--- src/crbt_pkg.sv ---
// Package of constants for the capture/reload baud timer
package crbt_pkg;
  // ****************************************
  // Register addresses
  // ****************************************
  localparam logic [7:0] CRBT_ADDR_CTRL = 8'hC8;
  localparam logic [7:0] CRBT_ADDR_CAPL = 8'hCA;
  localparam logic [7:0] CRBT_ADDR_CAPH = 8'hCB;
  localparam logic [7:0] CRBT_ADDR_CNTL = 8'hCC;
  localparam logic [7:0] CRBT_ADDR_CNTH = 8'hCD;
  // ****************************************
  // Control field positions
  // ****************************************
  localparam int CRBT_BIT_OVF = 7;
  localparam int CRBT_BIT_EXF = 6;
  localparam int CRBT_BIT_RXSEL = 5;
  localparam int CRBT_BIT_TXSEL = 4;
  localparam int CRBT_BIT_EXEN = 3;
  localparam int CRBT_BIT_RUN = 2;
  localparam int CRBT_BIT_CT = 1;
  localparam int CRBT_BIT_CPRL = 0;
  // ****************************************
  // Reset values and counts
  // ****************************************
  localparam logic [7:0] CRBT_RST_BYTE = 8'h00;
  localparam logic [15:0] CRBT_CNT_MAX = 16'hFFFF;
  localparam int CRBT_BAUD_DIV = 2;
endpackage

--- src/crbt_timer.sv ---
// Capture/reload/baud timer top level
`timescale 1ns/1ps
module crbt_timer
  import crbt_pkg::*;
(
  // Clock and reset
  input wire logic ref_clk,
  input wire logic rst_n,
  input wire logic clk_en,
  // Register port
  input wire logic [7:0] reg_addr,
  input wire logic reg_wr,
  input wire logic [7:0] reg_wdata,
  output logic [7:0] reg_rdata,
  // Timer inputs
  input wire logic speed_select,
  input wire logic timer_tick,
  input wire logic count_input_pin,
  input wire logic external_trigger_pin,
  input wire logic timer_irq_enable,
  // Serial port zero timebase
  input wire logic timer1_overflow,
  input wire logic serial_mode_13,
  output logic rx_baud_tick,
  output logic tx_baud_tick,
  // Interrupt request
  output logic timer_irq
);
  // ****************************************
  // Registers
  // ****************************************
  logic [7:0] ctrl_ff;
  logic [7:0] capl_ff;
  logic [7:0] caph_ff;
  logic [7:0] cntl_ff;
  logic [7:0] cnth_ff;
  logic div_ff;
  logic ovf_ff;
  logic count_fall;
  logic trig_fall;

  function automatic logic hit(input logic [7:0] a, input logic [7:0] b);
    hit = (a == b);
  endfunction

  wire wr_ctrl = reg_wr & hit(reg_addr, CRBT_ADDR_CTRL);
  wire wr_capl = reg_wr & hit(reg_addr, CRBT_ADDR_CAPL);
  wire wr_caph = reg_wr & hit(reg_addr, CRBT_ADDR_CAPH);
  wire wr_cntl = reg_wr & hit(reg_addr, CRBT_ADDR_CNTL);
  wire wr_cnth = reg_wr & hit(reg_addr, CRBT_ADDR_CNTH);

  // ****************************************
  // Mode decode
  // ****************************************
  wire rx_sel = ctrl_ff[CRBT_BIT_RXSEL];
  wire tx_sel = ctrl_ff[CRBT_BIT_TXSEL];
  wire baud_mode = rx_sel | tx_sel;
  wire exen = ctrl_ff[CRBT_BIT_EXEN] & ~baud_mode;
  wire run = ctrl_ff[CRBT_BIT_RUN];
  wire capture_mode = ctrl_ff[CRBT_BIT_CPRL] & ~baud_mode;

  // Count enable source
  wire tick_src = ctrl_ff[CRBT_BIT_CT] ? count_fall : (speed_select | timer_tick);
  wire advance = run & (baud_mode ? div_ff : tick_src);

  wire [15:0] count = {cnth_ff, cntl_ff};
  wire [15:0] reload_val = {caph_ff, capl_ff};
  wire rollover = advance & (count == CRBT_CNT_MAX);
  wire trig_act = exen & trig_fall;
  wire do_capture = trig_act & capture_mode;
  wire do_reload = rollover & (~capture_mode | baud_mode)
                 | trig_act & ~capture_mode;
  wire [15:0] nxt_count = do_reload ? reload_val :
                          advance ? count + 16'h0001 : count;
  wire ovf_set = rollover & ~baud_mode;
  wire exf_set = trig_act;
  // Software-forced flags also request
  wire sw_force = wr_ctrl & (reg_wdata[CRBT_BIT_OVF] | reg_wdata[CRBT_BIT_EXF]);
  wire flag_req = ctrl_ff[CRBT_BIT_OVF] | ctrl_ff[CRBT_BIT_EXF] | sw_force;
  wire nxt_irq = timer_irq_enable & flag_req;
  wire nxt_rx = serial_mode_13 & (rx_sel ? ovf_ff : timer1_overflow);
  wire nxt_tx = serial_mode_13 & (tx_sel ? ovf_ff : timer1_overflow);

  logic [7:0] nxt_rdata;
  always_comb begin
    case (reg_addr)
      CRBT_ADDR_CTRL: nxt_rdata = ctrl_ff;
      CRBT_ADDR_CAPL: nxt_rdata = capl_ff;
      CRBT_ADDR_CAPH: nxt_rdata = caph_ff;
      CRBT_ADDR_CNTL: nxt_rdata = cntl_ff;
      CRBT_ADDR_CNTH: nxt_rdata = cnth_ff;
      default: nxt_rdata = 8'h00;
    endcase
  end

  // ****************************************
  // Submodules
  // ****************************************
  crbt_edge_sync u_cnt_sync (
    .ref_clk(ref_clk),
    .rst_n(rst_n),
    .clk_en(clk_en),
    .pin(count_input_pin),
    .fall(count_fall)
  );

  crbt_edge_sync u_trig_sync (
    .ref_clk(ref_clk),
    .rst_n(rst_n),
    .clk_en(clk_en),
    .pin(external_trigger_pin),
    .fall(trig_fall)
  );

  crbt_regs u_regs (
    .ref_clk(ref_clk),
    .rst_n(rst_n),
    .clk_en(clk_en),
    .wr_ctrl(wr_ctrl),
    .wdata(reg_wdata),
    .ovf_set(ovf_set),
    .exf_set(exf_set),
    .ctrl_ff(ctrl_ff)
  );

  // ****************************************
  // State
  // ****************************************
  always_ff @(posedge ref_clk or negedge rst_n) begin
    if (!rst_n) begin
      cntl_ff <= CRBT_RST_BYTE;
      cnth_ff <= CRBT_RST_BYTE;
    end else if (clk_en) begin
      cntl_ff <= wr_cntl ? reg_wdata : nxt_count[7:0];
      cnth_ff <= wr_cnth ? reg_wdata : nxt_count[15:8];
    end
  end

  always_ff @(posedge ref_clk or negedge rst_n) begin
    if (!rst_n) begin
      capl_ff <= CRBT_RST_BYTE;
      caph_ff <= CRBT_RST_BYTE;
    end else if (clk_en) begin
      if (do_capture) begin
        capl_ff <= cntl_ff;
        caph_ff <= cnth_ff;
      end else begin
        capl_ff <= wr_capl ? reg_wdata : capl_ff;
        caph_ff <= wr_caph ? reg_wdata : caph_ff;
      end
    end
  end

  always_ff @(posedge ref_clk or negedge rst_n) begin
    if (!rst_n) begin
      div_ff <= 1'b0;
      ovf_ff <= 1'b0;
      timer_irq <= 1'b0;
      rx_baud_tick <= 1'b0;
      tx_baud_tick <= 1'b0;
      reg_rdata <= CRBT_RST_BYTE;
    end else if (clk_en) begin
      div_ff <= baud_mode & run & ~div_ff;
      ovf_ff <= rollover;
      timer_irq <= nxt_irq;
      rx_baud_tick <= nxt_rx;
      tx_baud_tick <= nxt_tx;
      reg_rdata <= nxt_rdata;
    end
  end

  // ****************************************
  // Checks
  // ****************************************
  a_ovf_sets: assert property (@(posedge ref_clk) disable iff (!rst_n)
    clk_en && rollover && !baud_mode && !wr_ctrl |=> ctrl_ff[CRBT_BIT_OVF])
    else $error("overflow flag not set");
  a_ovf_baud_off: assert property (@(posedge ref_clk) disable iff (!rst_n)
    clk_en && baud_mode && !ctrl_ff[CRBT_BIT_OVF] && !wr_ctrl |=> !ctrl_ff[CRBT_BIT_OVF])
    else $error("overflow flag set in baud mode");
  a_sw_irq: assert property (@(posedge ref_clk) disable iff (!rst_n)
    clk_en && wr_ctrl && reg_wdata[CRBT_BIT_OVF] && timer_irq_enable |=> timer_irq)
    else $error("forced interrupt missing");
  a_exf_sets: assert property (@(posedge ref_clk) disable iff (!rst_n)
    clk_en && trig_act && !wr_ctrl |=> ctrl_ff[CRBT_BIT_EXF])
    else $error("edge flag not set");
  a_exf_irq: assert property (@(posedge ref_clk) disable iff (!rst_n)
    clk_en && wr_ctrl && reg_wdata[CRBT_BIT_EXF] && timer_irq_enable |=> timer_irq)
    else $error("edge flag interrupt missing");
  a_rx_source: assert property (@(posedge ref_clk) disable iff (!rst_n)
    clk_en && serial_mode_13 && !rx_sel && timer1_overflow |=> rx_baud_tick)
    else $error("receive timebase wrong");
  a_halt_hold: assert property (@(posedge ref_clk) disable iff (!rst_n)
    clk_en && !run && !trig_act && !wr_cntl && !wr_cnth |=> $stable(count))
    else $error("count moved while halted");
  a_baud_reload: assert property (@(posedge ref_clk) disable iff (!rst_n)
    clk_en && baud_mode && rollover && !wr_cntl && !wr_cnth |=> count == $past(reload_val))
    else $error("baud reload missing");
  a_capture: assert property (@(posedge ref_clk) disable iff (!rst_n)
    clk_en && do_capture |=> {caph_ff, capl_ff} == $past(count))
    else $error("capture missing");
  a_baud_half: assert property (@(posedge ref_clk) disable iff (!rst_n)
    clk_en && advance && baud_mode |=> !advance || !baud_mode)
    else $error("baud mode too fast");

  // ****************************************
  // Checks: flags and interrupt
  // ****************************************
  a_ovf_sticky: assert property (@(posedge ref_clk) disable iff (!rst_n)
    clk_en && ctrl_ff[CRBT_BIT_OVF] && !wr_ctrl |=> ctrl_ff[CRBT_BIT_OVF])
    else $error("overflow flag lost");
  a_ovf_clear: assert property (@(posedge ref_clk) disable iff (!rst_n)
    clk_en && wr_ctrl && !reg_wdata[CRBT_BIT_OVF] && !ovf_set |=> !ctrl_ff[CRBT_BIT_OVF])
    else $error("overflow flag not cleared");
  a_ovf_no_cause: assert property (@(posedge ref_clk) disable iff (!rst_n)
    clk_en && !rollover && !wr_ctrl && !ctrl_ff[CRBT_BIT_OVF] |=> !ctrl_ff[CRBT_BIT_OVF])
    else $error("overflow flag set without rollover");
  a_exf_sticky: assert property (@(posedge ref_clk) disable iff (!rst_n)
    clk_en && ctrl_ff[CRBT_BIT_EXF] && !wr_ctrl |=> ctrl_ff[CRBT_BIT_EXF])
    else $error("edge flag lost");
  a_exf_clear: assert property (@(posedge ref_clk) disable iff (!rst_n)
    clk_en && wr_ctrl && !reg_wdata[CRBT_BIT_EXF] && !exf_set |=> !ctrl_ff[CRBT_BIT_EXF])
    else $error("edge flag not cleared");
  a_exf_no_cause: assert property (@(posedge ref_clk) disable iff (!rst_n)
    clk_en && !exen && !wr_ctrl && !ctrl_ff[CRBT_BIT_EXF] |=> !ctrl_ff[CRBT_BIT_EXF])
    else $error("edge flag set while ignored");
  a_irq_off: assert property (@(posedge ref_clk) disable iff (!rst_n)
    clk_en && !timer_irq_enable |=> !timer_irq)
    else $error("interrupt while disabled");
  a_irq_ovf: assert property (@(posedge ref_clk) disable iff (!rst_n)
    clk_en && timer_irq_enable && ctrl_ff[CRBT_BIT_OVF] |=> timer_irq)
    else $error("overflow interrupt missing");
  a_irq_edge: assert property (@(posedge ref_clk) disable iff (!rst_n)
    clk_en && timer_irq_enable && ctrl_ff[CRBT_BIT_EXF] |=> timer_irq)
    else $error("edge interrupt missing");
  a_irq_quiet: assert property (@(posedge ref_clk) disable iff (!rst_n)
    clk_en && !ctrl_ff[CRBT_BIT_OVF] && !ctrl_ff[CRBT_BIT_EXF] && !wr_ctrl |=> !timer_irq)
    else $error("interrupt without flag");

  // ****************************************
  // Checks: serial timebase and baud mode
  // ****************************************
  a_tx_source: assert property (@(posedge ref_clk) disable iff (!rst_n)
    clk_en && serial_mode_13 && !tx_sel && timer1_overflow |=> tx_baud_tick)
    else $error("transmit timebase wrong");
  a_rx_own: assert property (@(posedge ref_clk) disable iff (!rst_n)
    clk_en && serial_mode_13 && rx_sel && ovf_ff |=> rx_baud_tick)
    else $error("receive tick from own overflow missing");
  a_tx_own: assert property (@(posedge ref_clk) disable iff (!rst_n)
    clk_en && serial_mode_13 && tx_sel && ovf_ff |=> tx_baud_tick)
    else $error("transmit tick from own overflow missing");
  a_rx_idle: assert property (@(posedge ref_clk) disable iff (!rst_n)
    clk_en && !serial_mode_13 |=> !rx_baud_tick)
    else $error("receive tick outside serial mode");
  a_tx_idle: assert property (@(posedge ref_clk) disable iff (!rst_n)
    clk_en && !serial_mode_13 |=> !tx_baud_tick)
    else $error("transmit tick outside serial mode");
  a_baud_pace: assert property (@(posedge ref_clk) disable iff (!rst_n)
    clk_en && baud_mode && run && !div_ff |=> div_ff)
    else $error("baud divider stalled");
  a_baud_no_trig: assert property (@(posedge ref_clk) disable iff (!rst_n)
    clk_en && baud_mode && !advance && !wr_cntl && !wr_cnth |=> $stable(count))
    else $error("count moved by trigger in baud mode");
  a_baud_no_cap: assert property (@(posedge ref_clk) disable iff (!rst_n)
    clk_en && baud_mode && !wr_capl && !wr_caph |=> $stable(reload_val))
    else $error("capture in baud mode");

  // ****************************************
  // Checks: counting and reload
  // ****************************************
  wire cnt_free = clk_en & ~wr_cntl & ~wr_cnth & ~do_reload;
  wire pin_mode = run & ~baud_mode & ctrl_ff[CRBT_BIT_CT];
  wire tick_mode = run & ~baud_mode & ~ctrl_ff[CRBT_BIT_CT];
  a_count_step: assert property (@(posedge ref_clk) disable iff (!rst_n)
    cnt_free && advance |=> count == $past(count) + 16'h0001)
    else $error("count did not step");
  a_pin_step: assert property (@(posedge ref_clk) disable iff (!rst_n)
    cnt_free && pin_mode && count_fall |=> count == $past(count) + 16'h0001)
    else $error("pin edge not counted");
  a_pin_idle: assert property (@(posedge ref_clk) disable iff (!rst_n)
    cnt_free && pin_mode && !count_fall |=> $stable(count))
    else $error("count moved without pin edge");
  a_tick_fast: assert property (@(posedge ref_clk) disable iff (!rst_n)
    cnt_free && tick_mode && speed_select |=> count == $past(count) + 16'h0001)
    else $error("fast tick not counted");
  a_tick_idle: assert property (@(posedge ref_clk) disable iff (!rst_n)
    cnt_free && tick_mode && !speed_select && !timer_tick |=> $stable(count))
    else $error("count moved without tick");
  a_reload_ovf: assert property (@(posedge ref_clk) disable iff (!rst_n)
    clk_en && rollover && !capture_mode && !wr_cntl && !wr_cnth |=> count == $past(reload_val))
    else $error("overflow reload missing");
  a_reload_trig: assert property (@(posedge ref_clk) disable iff (!rst_n)
    clk_en && trig_act && !capture_mode && !wr_cntl && !wr_cnth |=> count == $past(reload_val))
    else $error("trigger reload missing");
  a_cap_wrap: assert property (@(posedge ref_clk) disable iff (!rst_n)
    cnt_free && rollover && capture_mode |=> count == 16'h0000)
    else $error("capture mode did not wrap");

  // ****************************************
  // Checks: capture, writes, pins and reads
  // ****************************************
  a_cap_hold: assert property (@(posedge ref_clk) disable iff (!rst_n)
    clk_en && !do_capture && !wr_capl |=> $stable(capl_ff))
    else $error("capture low byte changed");
  a_caph_hold: assert property (@(posedge ref_clk) disable iff (!rst_n)
    clk_en && !do_capture && !wr_caph |=> $stable(caph_ff))
    else $error("capture high byte changed");
  a_cap_off: assert property (@(posedge ref_clk) disable iff (!rst_n)
    clk_en && !exen && !wr_capl && !wr_caph |=> $stable(reload_val))
    else $error("capture while trigger ignored");
  a_cntl_write: assert property (@(posedge ref_clk) disable iff (!rst_n)
    clk_en && wr_cntl |=> cntl_ff == $past(reg_wdata))
    else $error("count low write lost");
  a_cnth_write: assert property (@(posedge ref_clk) disable iff (!rst_n)
    clk_en && wr_cnth |=> cnth_ff == $past(reg_wdata))
    else $error("count high write lost");
  a_cnt_pulse: assert property (@(posedge ref_clk) disable iff (!rst_n)
    clk_en && count_fall |=> !count_fall)
    else $error("count pin edge repeated");
  a_trig_pulse: assert property (@(posedge ref_clk) disable iff (!rst_n)
    clk_en && trig_fall |=> !trig_fall)
    else $error("trigger pin edge repeated");
  a_read_low: assert property (@(posedge ref_clk) disable iff (!rst_n)
    clk_en && reg_addr == CRBT_ADDR_CNTL |=> reg_rdata == $past(cntl_ff))
    else $error("count low read wrong");
  a_read_high: assert property (@(posedge ref_clk) disable iff (!rst_n)
    clk_en && reg_addr == CRBT_ADDR_CNTH |=> reg_rdata == $past(cnth_ff))
    else $error("count high read wrong");
  a_read_cap: assert property (@(posedge ref_clk) disable iff (!rst_n)
    clk_en && reg_addr == CRBT_ADDR_CAPL |=> reg_rdata == $past(capl_ff))
    else $error("capture low read wrong");
endmodule

--- src/crbt_edge_sync.sv ---
// Pin synchroniser with falling edge pulse
`timescale 1ns/1ps
module crbt_edge_sync
  import crbt_pkg::*;
(
  // Clock and reset
  input wire logic ref_clk,
  input wire logic rst_n,
  input wire logic clk_en,
  // Pin and event
  input wire logic pin,
  output logic fall
);
  logic s1_ff;
  logic s2_ff;
  logic s3_ff;
  wire nxt_fall = s3_ff & ~s2_ff;

  always_ff @(posedge ref_clk or negedge rst_n) begin
    if (!rst_n) begin
      s1_ff <= 1'b1;
      s2_ff <= 1'b1;
      s3_ff <= 1'b1;
    end else if (clk_en) begin
      s1_ff <= pin;
      s2_ff <= s1_ff;
      s3_ff <= s2_ff;
    end
  end

  // One-cycle pulse per edge
  assign fall = nxt_fall & clk_en;
endmodule

--- src/crbt_regs.sv ---
// Control register with sticky flags
`timescale 1ns/1ps
module crbt_regs
  import crbt_pkg::*;
(
  // Clock and reset
  input wire logic ref_clk,
  input wire logic rst_n,
  input wire logic clk_en,
  // Write port
  input wire logic wr_ctrl,
  input wire logic [7:0] wdata,
  // Hardware events
  input wire logic ovf_set,
  input wire logic exf_set,
  // State
  output logic [7:0] ctrl_ff
);
  wire [7:0] nxt_ctrl;
  wire [7:0] base = wr_ctrl ? wdata : ctrl_ff;

  // Hardware set wins over software clear
  assign nxt_ctrl = base | ({7'h00, ovf_set} << CRBT_BIT_OVF)
                         | ({7'h00, exf_set} << CRBT_BIT_EXF);

  always_ff @(posedge ref_clk or negedge rst_n) begin
    if (!rst_n) begin
      ctrl_ff <= CRBT_RST_BYTE;
    end else if (clk_en) begin
      ctrl_ff <= nxt_ctrl;
    end
  end
endmodule

--- config.mk ---
export PLATFORM = sky130hd
export DESIGN_NAME = crbt_timer
export DESIGN_NICKNAME = d
export VERILOG_FILES = /design/src/crbt_pkg.sv /design/src/crbt_timer.sv /design/src/crbt_edge_sync.sv /design/src/crbt_regs.sv
export SDC_FILE = /design/constraint.sdc
export NUM_CORES = 1
export LEC_CHECK = 0
export ABC_AREA = 1
export BUFFER_PORTS_ARGS = -buffer_cell sky130_fd_sc_hd__buf_2
export CAP_MARGIN = 20
export CELL_PAD_IN_SITES_DETAIL_PLACEMENT = 0
export CELL_PAD_IN_SITES_GLOBAL_PLACEMENT = 1
export CORE_UTILIZATION = 43
export DETAILED_ROUTE_END_ITERATION = 8
export HOLD_SLACK_MARGIN = 0.1
export PLACE_DENSITY_LB_ADDON = 0.1
export SLEW_MARGIN = 30
export SYNTH_ARGS = -nofsm -noshare
export SYNTH_HDL_FRONTEND = slang
export SYNTH_SLANG_ARGS = --single-unit
--- constraint.sdc ---
create_clock -name ref_clk -period 2.35 [get_ports ref_clk]
set_input_delay 0.1175 -clock ref_clk [delete_from_list [all_inputs] [get_ports ref_clk]]
set_output_delay 0.1175 -clock ref_clk [all_outputs]
set_load 0.01 [all_outputs]
==> metrics.txt <==
Yosys top cell by area=dfrtp_1; Final GP Congestion=0.8985; cell area after synthesis=3682 µm²; worst setup path startpoint=cntl_ff[0]; DRT Wirelength=11,500 µm; top cells by count, synth=nand2_1, nor2_1, nand3_1; DR vias=3,646; TNS Setup=0 ns; critical path's largest stage delay=0.44 ns; Tot GR Track Use=0.2859; layout cell share with drive strength beyond 1=0.1550; max-slew violation count=0; r2r setup slk=0.24 ns; Setup-failing EPs final=0; Die ar.=8938 µm²; Setup Skew=0.01075 ns; crit path cell chain=ha_1 > nand2_1 > nor2_4 > nand2_2 > nor2_4 > nand4_4 > nand2_2 > nand2_1 > nand3_1 > nand2_1 > nand2_1; power per cell area=641.7 nW/µm²; crit path DAT=2.40 ns; Hold Crit Class=primary input to flop; Yosys top cell area share=0.3602; Top Metal Used=met4; Hold Fails Final Rpt=0; nets@finish=610; Post-Route M1 WL=5289 µm; syn nets=562; Num CTS Buffers=9; number of cells on the critical path=11; largest net degree at the start of global routing=41; crit path max fanout=16; total chip power=2.734 mW; Buf/Inv on CP=0; FMAX=473.6 MHz; Die Span X=94.54 µm; fraction of registers with async set/reset=1.000; outcome=finished clean; IO Port Bufs=37; slowest CP cell=dfrtp_1; number of max-cap violations=0; worst r2r path cells=11; first-pass GRT wire length=18,620 µm; ant diodes=0; Die Height=94.54 µm; Avg WL per Cell=16.62 µm; Yosys warning count=0; DRC viols=0; Slew headroom=0.6075; H-tree level count=3; Rows=33; cts repair resizes=0; number of synthesized flops with an enable pin=0; met3 WL=633 µm; Area Overhead vs Synth=15.70%; total gr overflow=0; CP required=2.64 ns; Slew @ Worst Pin=0.5888 ns; Seq cells post-synth=59; hold_sp=reg_wdata[5]; CP Launch Type=flop; ys flop type=dfrtp_1; RSZ-0062 raised after global routing=no; Skew-Pair Late Insertion Delay=0.36 ns; Largest delay share family, worst path=simple AND/OR/NAND/NOR gates; CTS Sinks=59; Post-DP Area=3960 µm²; period utilization=0.8986; sequential share of the synthesized area=0.4030; synthesized area per cell=6.896 µm²; Synth area leaders=dfrtp_1, nand2_1, nor2_1; Final ANT Viol Nets=0; Final min period=2.112 ns; maximum buffer depth of the clock tree=2; Min Hold Slack=0.1172 ns; final instance area=4260 µm²; initial antenna violation count=0; vias in the first global route=3,535; CTS root buf=clkbuf_8; most common cell in the netlist=nand2_1; DPL Wire Length=8471 µm; R2R Path Start=cntl_ff[0]; Iter 0 DRT Violations=230; vias per inst=5.269; final non-filler cell total=692; Crit. End Element=flop; First-pass DRT Iterations=7; Core Region=8258 µm²; Worst Setup Path Type=flop to flop; Yosys cell types=34; post-synthesis cell count=534; Pleak=2.165 nW; Initial Util=0.4459; Reg-to-Reg End=cntl_ff[5]; Reg clk slew, reported paths=0.08 ns; dpl cells=666; met2 WL=5295 µm; Top Ports=38; crit path to=cntl_ff[5]; CTS tree=built; most used cell, CP=nand2_1; Peak VDD IR=0.0004259 V
-- flip-flops by register name (all words and copies together) (netlist names) --
register and count:
reg_rdata 8, u_regs.ctrl_ff 8, u_trig_sync.s1_ff 1, caph_ff 8
u_cnt_sync.s2_ff 1, capl_ff 8, rx_baud_tick 1, u_trig_sync.s2_ff 1
ovf_ff 1, cnth_ff 8, tx_baud_tick 1, timer_irq 1
u_cnt_sync.s3_ff 1, u_trig_sync.s3_ff 1, u_cnt_sync.s1_ff 1, div_ff 1
cntl_ff 8
-- logic make-up (layout without fill, tap and decap cells) --
family,count (synthesis),count (layout),synth area share
xor+xnor,9,9,0.02141
simple gates,335,335,0.3969
mux,2,2,0.006116
compound gates,65,65,0.09752
fa+ha+maj,1,1,0.003397
buf+inv,63,116,0.07170
flops,59,59,0.4030
-- per-layer routing --
layer | vias up | track usage
li1 | 1819 | -
met1 | 1681 | 0.3865
met2 | 124 | 0.4650
met3 | 22 | 0.04509
met4 | 0 | 0.09975
met5 | - | 0
-- cells in the final DEF, fill, tap and decap left out, types with 3 or more instances in the layout --
cell type / instances
nand3_1: 56
nor2_1: 86
clkbuf_8: 9
o21ai_0: 33
buf_2: 37
dfrtp_1: 53
nor2_4: 3
a21oi_1: 14
o22ai_1: 10
nand4_1: 4
dfstp_2: 6
nand2_2: 5
inv_1: 44
nor3_1: 6
buf_4: 7
nand2_1: 162
xor2_1: 9
nor2_2: 4
dlygate4sd3_1: 10
-- metrics by stage --
step,setup slack (ns),util
floorplan,0.6378,-
global placement,0.2950,0.4795
detailed placement,0.2584,0.4795
CTS,0.2300,0.5159
global route,0.03743,0.5159
finish,0.2383,0.5159
-- power by group --
group	switching [mW]	internal, mW	total, mW
logic	0.328	0.199	0.527
clock network	0.480	0.496	0.976
registers	0.110	1.12	1.23
-- worst min path at each step --
stage / endpoint / slack (ns) / depth (start not counted)
after floorplan: caph_ff[0] / -0.18 / 0
after global placement: u_regs.ctrl_ff[1] / 0.15 / 1
after detailed placement: timer_irq / 0.16 / 1
after CTS: u_regs.ctrl_ff[5] / 0.10 / 3
after global routing: u_regs.ctrl_ff[0] / 0.13 / 2
final: u_regs.ctrl_ff[5] / 0.12 / 3
-- worst register-to-register path: stages (launching register included) --
cell	delay, ns
dfrtp_1	0.44
ha_1	0.23
nand2_1	0.11
nor2_4	0.13
nand2_2	0.09
nor2_4	0.14
nand4_4	0.23
nand2_2	0.36
nand2_1	0.12
nand3_1	0.08
nand2_1	0.05
nand2_1	0.07
-- final cells by class --
type,instances,area [µm²]
clock buffer,9,123.9
inverter,46,172.7
fill,862,3998
multi-input combinational,412,1934
tap,105,131.4
clock inverter,7,76.32
sequential,59,1484
timing repair buffer,54,337.8
-- repair_timing --
action                     in CTS  in global routing
hold buffers                   10                  0
setup buffers                   0                  0
hold endpoints to repair       29                  0
setup endpoints to repair       0                  0
(Power assumes the default switching activity.)
